`config.mk`:
```
export PLATFORM = sky130hd
export DESIGN_NAME = pci_dma_arb_and_bus_monitor
export DESIGN_NICKNAME = d
export VERILOG_FILES = /design/src/rtl/pci_dma_arb_pkg.sv /design/src/rtl/peak_tracker.sv /design/src/rtl/dma_arbiter.sv /design/src/rtl/pci_dma_arb_and_bus_monitor.sv
export VERILOG_INCLUDE_DIRS = /design/src /design/src/rtl
export SDC_FILE = /design/constraint.sdc
export NUM_CORES = 1
export LEC_CHECK = 0
export BUFFER_PORTS_ARGS = -buffer_cell sky130_fd_sc_hd__buf_2
export CORE_MARGIN = 1.5
export CORE_UTILIZATION = 55
export CTS_BUF_LIST = sky130_fd_sc_hd__clkbuf_2 sky130_fd_sc_hd__clkbuf_4 sky130_fd_sc_hd__clkbuf_8
export DETAILED_ROUTE_END_ITERATION = 8
export PLACE_DENSITY = 0.9
export SLEW_MARGIN = 20
export SYNTH_ARGS = -nofsm -noshare
export SYNTH_HDL_FRONTEND = slang
export SYNTH_SLANG_ARGS = --single-unit
```
`constraint.sdc`:
```
create_clock -name sys_clk -period 3.8 [get_ports sys_clk]
set_input_delay 0.38 -clock sys_clk [delete_from_list [all_inputs] [get_ports sys_clk]]
set_output_delay 0.38 -clock sys_clk [all_outputs]
set_load 0.05 [all_outputs]
```
`src/rtl/pci_dma_arb_defines.svh`:
```
`ifndef PCI_DMA_ARB_DEFINES_SVH
`define PCI_DMA_ARB_DEFINES_SVH

// register byte addresses
`define OFS_DMA_ACCESS_CONTROL   8'h44
`define OFS_MON_LATENCY_SLAVE    8'h48
`define OFS_MON_MASTER_TRANSFERS 8'h4c
`define OFS_POWER_MGMT_CAPS      8'h50

// dma access control fields
`define BIT_DMA_ACCESS_ENABLE 0
`define BIT_RX_PRIORITY_SEL   1
`define BIT_TX_PRIORITY_SEL   2
`define BIT_ONE_SHOT_DEBUG    3
`define RST_DMA_ACCESS_ENABLE 1'b1

// monitor units in bus clocks, and peak field width
`define BUS_LAT_UNIT_CLKS 16
`define IRQ_LAT_UNIT_CLKS 1024
`define OCCUPANCY_UNIT_CLKS 64
`define PEAK_WIDTH 8

// power management capability fields
`define CAP_WAKE_STATE_SUPPORT 5'b0_0100
`define CAP_DEEP_DOZE          1'b1
`define CAP_LIGHT_DOZE         1'b0
`define CAP_POWER_SPEC_VERSION 3'h1
`define CAP_NEXT_PTR           8'h00
`define CAP_POWER_ID           8'h01

// dma address space limit
`define ADDR_SPACE_LIMIT 33'h1_0000_0000

`endif

```
`src/rtl/pci_dma_arb_pkg.sv`:
```
package pci_dma_arb_pkg;

	typedef enum logic [1:0] {
		ST_IDLE = 2'b01,
		ST_BUSY = 2'b10
	} bac_state_e;

	typedef struct packed {
		bac_state_e  st;
		logic        en;
		logic        pref_rx;
		logic        pref_tx;
		logic        single;
		logic        rx_gnt;
		logic        tx_gnt;
		logic [15:0] tgt;
		logic [5:0]  ini_pre;
		logic [15:0] ini;
		logic [5:0]  dp_pre;
		logic [15:0] dp;
		logic        pme_n;
		logic [31:0] rdata;
		logic        rvalid;
	} bac_s;

endpackage : pci_dma_arb_pkg

```
`src/rtl/peak_tracker.sv`:
```
`timescale 1ns/10ps
module peak_tracker #(
	parameter int UNIT  = 16,
	parameter int WIDTH = 8
) (
	input  wire logic             sys_clk,
	input  wire logic             nrst,
	input  wire logic             clr,
	input  wire logic             waiting,
	output logic      [WIDTH-1:0] peak
);
	localparam int PW = $clog2(UNIT);

	typedef struct packed {
		logic [PW-1:0]    pre;
		logic [WIDTH-1:0] units;
		logic [WIDTH-1:0] peak;
	} peak_s;

	peak_s s_q;
	peak_s s_d;

	// refuse unit sizes the prescaler cannot count, at elaboration
	if (UNIT < 2 || (1 << PW) != UNIT || WIDTH < 1) begin : g_bad_params
		$error("peak_tracker: UNIT must be a power of two above one");
	end

	// count units while waiting, keep the highest seen
	always_comb begin
		s_d = s_q;
		if (waiting) begin
			s_d.pre = s_q.pre + 1'b1;
			if (&s_q.pre && !(&s_q.units))
				s_d.units = s_q.units + 1'b1;
		end else begin
			s_d.pre   = '0;
			s_d.units = '0;
		end
		if (s_q.units > s_q.peak)
			s_d.peak = s_q.units;
		if (clr)
			s_d = '0;
	end

	always_ff @(posedge sys_clk or negedge nrst) begin
		if (!nrst)
			s_q <= '0;
		else
			s_q <= s_d;
	end

	assign peak = s_q.peak;
endmodule : peak_tracker

```
`src/rtl/dma_arbiter.sv`:
```
`timescale 1ns/10ps
module dma_arbiter (
	input  wire logic sys_clk,
	input  wire logic nrst,
	input  wire logic rx_req,
	input  wire logic tx_req,
	input  wire logic pref_rx,
	input  wire logic pref_tx,
	input  wire logic take,
	output logic      pick_tx
);
	typedef struct packed {
		logic last_tx;
	} arb_s;

	arb_s s_q;
	arb_s s_d;

	// choose the channel that wins this cycle
	always_comb begin
		if (!tx_req)
			pick_tx = 1'b0;
		else if (!rx_req)
			pick_tx = 1'b1;
		else if (pref_tx)
			pick_tx = 1'b1;
		else if (pref_rx)
			pick_tx = 1'b0;
		else
			pick_tx = !s_q.last_tx;
	end

	// remember who was served for round robin
	always_comb begin
		s_d = s_q;
		if (take)
			s_d.last_tx = pick_tx;
	end

	always_ff @(posedge sys_clk or negedge nrst) begin
		if (!nrst)
			s_q <= '0;
		else
			s_q <= s_d;
	end

endmodule : dma_arbiter

```
`src/rtl/pci_dma_arb_and_bus_monitor.sv`:
```
// Contract
// - rx preference set and tx preference clear: receive requests win.
// - both preference bits clear: receive and transmit served round robin.
// - tx preference set: transmit requests win regardless of rx preference.
// - receive fifo above threshold forces effective rx preference to one; transmit fifo low forces effective tx preference to one.
// - enable resets to one; clear enable or master off ignores requests.
// - request with address plus size beyond 4 GByte clears enable.
// - write request misaligned or size not four-word multiple clears enable.
// - one-shot debug mode clears enable after each completed transfer.
// - monitor one bits 31:24 hold peak bus latency, 16-clock units.
// - monitor one bits 23:16 hold peak irq latency, 1024-clock units.
// - bits 15:0 count target cycles; cleared when data-phase count wraps.
// - monitor two 31:16 count initiator cycles per 64; cleared on wrap.
// - monitor two 15:0 count data phases per 64; cleared on initiator wrap.
// - capability bits 31:27 read constant wake state support list.
// - pme asserted on wake frame or link failure.
// - capability deep doze one, light doze zero, bits 24:22 zero.
// - capability bits 21, 20 and 19 read zero.
// - capability version field 18:16 reads one.
// - next pointer reads zero, capability id reads one.
`timescale 1ns/10ps
`include "pci_dma_arb_defines.svh"
module pci_dma_arb_and_bus_monitor
	import pci_dma_arb_pkg::*;
(
	input  wire logic        sys_clk,
	input  wire logic        nrst,
	input  wire logic [7:0]  reg_addr,
	input  wire logic        reg_wr,
	input  wire logic        reg_rd,
	input  wire logic [31:0] reg_wdata,
	output logic      [31:0] reg_rdata,
	output logic             reg_rvalid,
	input  wire logic        global_master_enable,
	input  wire logic        rx_dma_req,
	input  wire logic [31:0] rx_addr,
	input  wire logic [15:0] rx_size,
	input  wire logic        tx_dma_req,
	input  wire logic [31:0] tx_addr,
	input  wire logic [15:0] tx_size,
	input  wire logic        dma_xfer_done,
	input  wire logic        rx_fifo_high,
	input  wire logic        tx_fifo_low,
	output logic             rx_dma_grant,
	output logic             tx_dma_grant,
	output logic             dma_access_enable,
	input  wire logic        bus_wait,
	input  wire logic        irq_wait,
	input  wire logic        devsel_as_target,
	input  wire logic        frame_as_initiator,
	input  wire logic        data_phase,
	input  wire logic        wake_frame,
	input  wire logic        link_fail,
	input  wire logic        pme_clear,
	output logic             pme_n
);
	bac_s s_q;
	bac_s s_d;

	logic                   pick_tx;
	logic                   eff_rx;
	logic                   eff_tx;
	logic                   live;
	logic                   any_req;
	logic                   fault;
	logic                   take;
	logic                   mon_clr;
	logic                   ini_wrap;
	logic                   dp_wrap;
	logic [`PEAK_WIDTH-1:0] bus_peak;
	logic [`PEAK_WIDTH-1:0] irq_peak;
	logic                   last_tx_h;

	// fault check on a request's address and size
	function automatic logic range_fault(input logic [31:0] a, input logic [15:0] n,
			input logic is_write);
		logic over;
		over = ({1'b0, a} + {17'h0_0000, n}) > `ADDR_SPACE_LIMIT;
		return over || (is_write && (a[1:0] != 2'b00 || n[3:0] != 4'h0));
	endfunction : range_fault

	// fixed capability word
	function automatic logic [31:0] caps_word();
		return {`CAP_WAKE_STATE_SUPPORT, `CAP_DEEP_DOZE, `CAP_LIGHT_DOZE, 3'b000,
			3'b000, `CAP_POWER_SPEC_VERSION, `CAP_NEXT_PTR, `CAP_POWER_ID};
	endfunction : caps_word

	// arbitration qualifiers
	assign eff_rx  = s_q.pref_rx | rx_fifo_high;
	assign eff_tx  = s_q.pref_tx | tx_fifo_low;
	assign live    = s_q.en & global_master_enable;
	assign any_req = rx_dma_req | tx_dma_req;
	assign fault   = pick_tx ? range_fault(tx_addr, tx_size, 1'b0)
			: range_fault(rx_addr, rx_size, 1'b1);
	assign take    = (s_q.st == ST_IDLE) && live && any_req && !fault;
	assign mon_clr = reg_wr && (reg_addr == `OFS_MON_LATENCY_SLAVE
			|| reg_addr == `OFS_MON_MASTER_TRANSFERS);
	assign ini_wrap = frame_as_initiator && (&s_q.ini_pre) && (&s_q.ini);
	assign dp_wrap  = data_phase && (&s_q.dp_pre) && (&s_q.dp);

	dma_arbiter u_arb (
		.sys_clk (sys_clk),
		.nrst    (nrst),
		.rx_req  (rx_dma_req),
		.tx_req  (tx_dma_req),
		.pref_rx (eff_rx),
		.pref_tx (eff_tx),
		.take    (take),
		.pick_tx (pick_tx)
	);

	peak_tracker #(.UNIT(`BUS_LAT_UNIT_CLKS), .WIDTH(`PEAK_WIDTH)) u_bus_peak (
		.sys_clk (sys_clk),
		.nrst    (nrst),
		.clr     (mon_clr),
		.waiting (bus_wait),
		.peak    (bus_peak)
	);

	peak_tracker #(.UNIT(`IRQ_LAT_UNIT_CLKS), .WIDTH(`PEAK_WIDTH)) u_irq_peak (
		.sys_clk (sys_clk),
		.nrst    (nrst),
		.clr     (mon_clr),
		.waiting (irq_wait),
		.peak    (irq_peak)
	);

	// next state of the whole block
	always_comb begin
		s_d        = s_q;
		s_d.rx_gnt = 1'b0;
		s_d.tx_gnt = 1'b0;
		s_d.rvalid = 1'b0;
		// software writes first so hardware clears win
		if (reg_wr && reg_addr == `OFS_DMA_ACCESS_CONTROL) begin
			s_d.en      = reg_wdata[`BIT_DMA_ACCESS_ENABLE];
			s_d.pref_rx = reg_wdata[`BIT_RX_PRIORITY_SEL];
			s_d.pref_tx = reg_wdata[`BIT_TX_PRIORITY_SEL];
			s_d.single  = reg_wdata[`BIT_ONE_SHOT_DEBUG];
		end
		// request acceptance and transfer tracking
		case (s_q.st)
			ST_IDLE: begin
				if (live && any_req) begin
					if (fault) begin
						s_d.en = 1'b0;
					end else begin
						s_d.st     = ST_BUSY;
						s_d.tx_gnt = pick_tx;
						s_d.rx_gnt = !pick_tx;
					end
				end
			end
			ST_BUSY: begin
				if (dma_xfer_done) begin
					s_d.st = ST_IDLE;
					if (s_q.single)
						s_d.en = 1'b0;
				end
			end
			default: s_d.st = ST_IDLE;
		endcase
		// bus occupancy and transfer counters
		s_d.tgt = s_q.tgt + {15'h0000, devsel_as_target};
		if (frame_as_initiator) begin
			s_d.ini_pre = s_q.ini_pre + 1'b1;
			if (&s_q.ini_pre)
				s_d.ini = s_q.ini + 1'b1;
		end
		if (data_phase) begin
			s_d.dp_pre = s_q.dp_pre + 1'b1;
			if (&s_q.dp_pre)
				s_d.dp = s_q.dp + 1'b1;
		end
		if (dp_wrap) begin
			s_d.tgt     = '0;
			s_d.ini     = '0;
			s_d.ini_pre = '0;
		end
		if (ini_wrap) begin
			s_d.dp     = '0;
			s_d.dp_pre = '0;
		end
		if (mon_clr) begin
			s_d.tgt     = '0;
			s_d.ini_pre = '0;
			s_d.ini     = '0;
			s_d.dp_pre  = '0;
			s_d.dp      = '0;
		end
		// wake signalling, event wins over clear
		if (pme_clear)
			s_d.pme_n = 1'b1;
		if (wake_frame || link_fail)
			s_d.pme_n = 1'b0;
		// register read data
		if (reg_rd) begin
			s_d.rvalid = 1'b1;
			if (reg_addr == `OFS_DMA_ACCESS_CONTROL)
				s_d.rdata = {28'h000_0000, s_q.single, s_q.pref_tx, s_q.pref_rx, s_q.en};
			else if (reg_addr == `OFS_MON_LATENCY_SLAVE)
				s_d.rdata = {bus_peak, irq_peak, s_q.tgt};
			else if (reg_addr == `OFS_MON_MASTER_TRANSFERS)
				s_d.rdata = {s_q.ini, s_q.dp};
			else if (reg_addr == `OFS_POWER_MGMT_CAPS)
				s_d.rdata = caps_word();
			else
				s_d.rdata = 32'h0000_0000;
		end
	end

	always_ff @(posedge sys_clk or negedge nrst) begin
		if (!nrst) begin
			s_q       <= '0;
			s_q.st    <= ST_IDLE;
			s_q.en    <= `RST_DMA_ACCESS_ENABLE;
			s_q.pme_n <= 1'b1;
		end else begin
			s_q <= s_d;
		end
	end

	assign reg_rdata         = s_q.rdata;
	assign reg_rvalid        = s_q.rvalid;
	assign rx_dma_grant      = s_q.rx_gnt;
	assign tx_dma_grant      = s_q.tx_gnt;
	assign dma_access_enable = s_q.en;
	assign pme_n             = s_q.pme_n;

	// last served channel, for checking round robin
	always_ff @(posedge sys_clk or negedge nrst) begin
		if (!nrst)
			last_tx_h <= 1'b0;
		else if (take)
			last_tx_h <= pick_tx;
	end
endmodule : pci_dma_arb_and_bus_monitor

```
==> reports/metrics.cfg <==
[run_status]
outcome = finished, final reports clean

[timing]
slew_viol_final = 0
skew_ps = 9.306
finalCritPeriodShare_pct = 91.55
finalCriticalPeriod_ps = 3479
fmaxAchievable_mhz = 287.4
slew_headroom_pct = 41.46
setup_violations = 0
rsz0062_at_grt = no
worst_pin_slew_ps = 878.0
hold_viol_final = 0

[worst_setup_path]
arrival_ps = 3820
critPathRequiredTime_ps = 4140
slowest_delay_ps = 590
slowest_stage = or4_4
critPathTopFamily = simple AND/OR/NAND/NOR gates
critPathBufInv = 1
cp_cell_sequence = buf_2 > ha_1 > fa_1 > or2_2 > a2111o_1 > a221o_1 > nor4_2 > o2111ai_1 > a2111oi_2 > nand4_1 > or4_4 > nand3_4 > nand2_1 > a31o_1
cp-end-kind = flip-flop
critPathLaunchType = primary input
critPathMaxFanout = 4
path_class = primary input to flip-flop

[synth]
synth_edf_count = 0
syn-cell-area_sq_um = 10540
async_flop_share_pct = 100.0
synth-seq-cells = 149
synth_cell_types = 97
synth_cells = 1185
synth.avg_cell_area_sq_um = 8.895
synth_flop_cell = dfrtp_1
synthesis.nets = 1401
yosys_warnings = 0
yosysSeqAreaShare_pct = 35.41

[layout]
area.growth.synth_to_final_pct = 11.51
antennaDiodeCount = 0
fin_cells = 1556
final_layout_size_suffix_gt1_share_pct = 18.91
final_net_count = 1525

[floorplanning]
die_h_um = 141.4
io_pins = 191
start_util_pct = 56.16
coreArea_sq_um = 18770
die-area_sq_um = 20000
row_count = 50
die_w_um = 141.4

[clocking]
clock-sinks = 149
clockRootBuffer = clkbuf_8
clk_pin_slew_worst_paths_ps = 90
cts_hold_buf = 0
post_cts_resized = 0
cts_tree = yes
clkLatencyLatePin_ps = 450
cts_made_buffers = 17
cts_buffer_depth = 2
cts_max_level = 4
post_cts_buffers = 0

[run]
drv_cap = 0

[power_and_ir_drop]
swShare_pct = 32.21
leakage_nw = 5.506
power_mw = 4.104
comb_power_share_pct = 23.1
power.switching_mw = 1.322
p_per_area_nw_per_um2 = 349.2
pwr-share-seq_pct = 45.7
clockPowerShare_pct = 31.2
ir_worst_vdd_mv = 0.2306
p_int_mw = 2.782

[place]
dpl.cell_count = 1523
port_buffers = 162
globalplace.congestion = 0.9528
dp_hpwl_mm = 19.34

[worst_hold_path]
hp-class = primary input to asynchronous set/reset pin

[detailed_routing]
drc_errors = 0
avgViaCountPerCell = 6.030
wl_mm = 25.76
drt.antenna.violating_nets = 0
dr.pass1.iters = 5
num_vias = 9383
routedWlPerCell_um = 16.55
drt_iter0_drc = 583

[global_routing]
grt_pass1_wl_mm = 42.31
antenna_found_initial = 0
grt_max_degree = 99
grt-ovfl-total = 0
grt_pass1_vias = 8816
groute.usage.overall_pct = 25.92

==> logic make-up after synthesis <==
| kind of cell | count (synthesis) | share of synthesized area, % |
|---|---|---|
| and+or+nand+nor | 436 | 20.79 |
| AOI/OAI and AO/OA | 246 | 16.36 |
| DFF | 149 | 35.41 |
| buffers and inverters | 141 | 6.588 |
| xor gates and xnor gates | 90 | 7.479 |
| adders and majority gates | 62 | 7.502 |
| muxes | 61 | 5.876 |
==> final cells by class <==
cell class              count  area, sq um
fillers                  1480         7014
multi-input cells         895         6113
flip-flops and latches    149         3732
repair buffers            176        934.6
well taps                 234        292.8
clock buffers              20        275.3
inverters                  70        262.8
clock inverters            12        142.6
==> power by group through the flow <==
stage          Sequential [mW]  Combinational [mW]  Clock [mW]
2_1_floorplan             1.87               0.663           0
3_3_place_gp              1.89               0.899           0
3_5_place_dp              1.90               0.931           0
4_1_cts                   1.87               0.942        1.29
5_1_grt                   1.89                1.06        1.36
6_report                  1.88               0.950        1.28
==> cells in the mapped netlist (4+ instances only) <==
| library cell | number | share of area [%] |
|---|---|---|
| buf_4 | 32 | 2.3 |
| a211o_1 | 4 | 0.33 |
| a31oi_1 | 8 | 0.47 |
| o211ai_1 | 13 | 0.93 |
| clkbuf_1 | 29 | 1.0 |
| a22o_1 | 4 | 0.33 |
| nor4_1 | 7 | 0.42 |
| nor3_1 | 13 | 0.62 |
| ha_1 | 60 | 7.1 |
| and2_1 | 4 | 0.24 |
| o22ai_1 | 34 | 2.0 |
| buf_6 | 4 | 0.43 |
| or3_1 | 11 | 0.65 |
| a21oi_1 | 49 | 2.3 |
| mux2_2 | 7 | 0.75 |
| inv_1 | 69 | 2.5 |
| nand2b_1 | 7 | 0.42 |
| o21ai_1 | 5 | 0.24 |
| and4_1 | 4 | 0.33 |
| a2111oi_0 | 6 | 0.50 |
| nand4_1 | 34 | 2.0 |
| nor2b_1 | 8 | 0.47 |
| nand2_1 | 81 | 2.9 |
| nand3_1 | 61 | 2.9 |
| o41ai_1 | 4 | 0.33 |
| xor2_1 | 59 | 4.9 |
| a21o_1 | 12 | 0.85 |
| nor2_1 | 155 | 5.5 |
| buf_2 | 4 | 0.19 |
| o21ai_0 | 33 | 1.6 |
| a211oi_1 | 7 | 0.50 |
| mux2i_1 | 54 | 5.1 |
| xnor2_1 | 31 | 2.6 |
| o21a_1 | 13 | 0.93 |
| nand4b_1 | 4 | 0.33 |
| and3_1 | 17 | 1.0 |
| dfrtp_1 | 146 | 35 |
| o211a_1 | 4 | 0.38 |
==> final timing paths <==
path / from / to / slack, ps / depth (start not counted)
max: tx_addr[0] / s_q[101] / 320 / 14
min: nrst / u_bus_peak.s_q[11] / 10 / 1
max reg2reg: s_q[97] / s_q[101] / 480 / 10
min reg2reg: pme_n / pme_n / 500 / 2
max in group asynchronous: nrst / s_q[100] / 2890 / 2
min in group sys_clk: wake_frame / pme_n / 50 / 2
==> layer usage <==
layer	GRT usage, %	wire [um]
met1	33.67	11150
met4	9.061	603
met3	5.062	1739
met5	0	0
met2	43.37	12260
==> through the flow <==
stage                     hold slack (ps)  util, %  TNS [ps]  area [sq um]  setup WS (ps)
after CTS                           35.96    62.59         0         11750          350.2
after detailed placement            486.8    60.36    -248.1         11330         -117.1
after global placement              448.2    60.36    -48.16         11330         -48.16
after global routing                31.59    62.63         0         11750          116.1
after floorplan                     84.41        -         0         10540          210.9
final                               11.87    62.63         0         11750          321.0
==> state kept, by name (all words and copies together), names as in the netlist <==
name               cells
dma_access_enable      1
u_bus_peak.peak        8
reg_rvalid             1
reg_rdata             32
tx_dma_grant           1
u_irq_peak.peak        8
s_q                   65
rx_dma_grant           1
pme_n                  1
u_bus_peak.s_q        12
u_arb.s_q              1
u_irq_peak.s_q        18
==> cell usage in the layout, fill, tap and decap left out, drive strengths merged, types with 5 or more instances in the layout <==
cell,n
buf,175
o211ai,13
and3,17
ha,60
nand2b,7
or3,11
mux2i,54
dfrtp,146
a21o,12
inv,75
a211oi,7
nor2b,9
a31oi,10
a21oi,51
nor2,155
nor3,13
xnor2,31
nand2,83
o21a,13
and4,5
o22ai,34
nand4,34
nor4,10
clkbuf,21
xor2,59
nand3,62
mux2,7
a2111oi,7
o21ai,40
No activity file was read; power rests on OpenSTA's default activity.
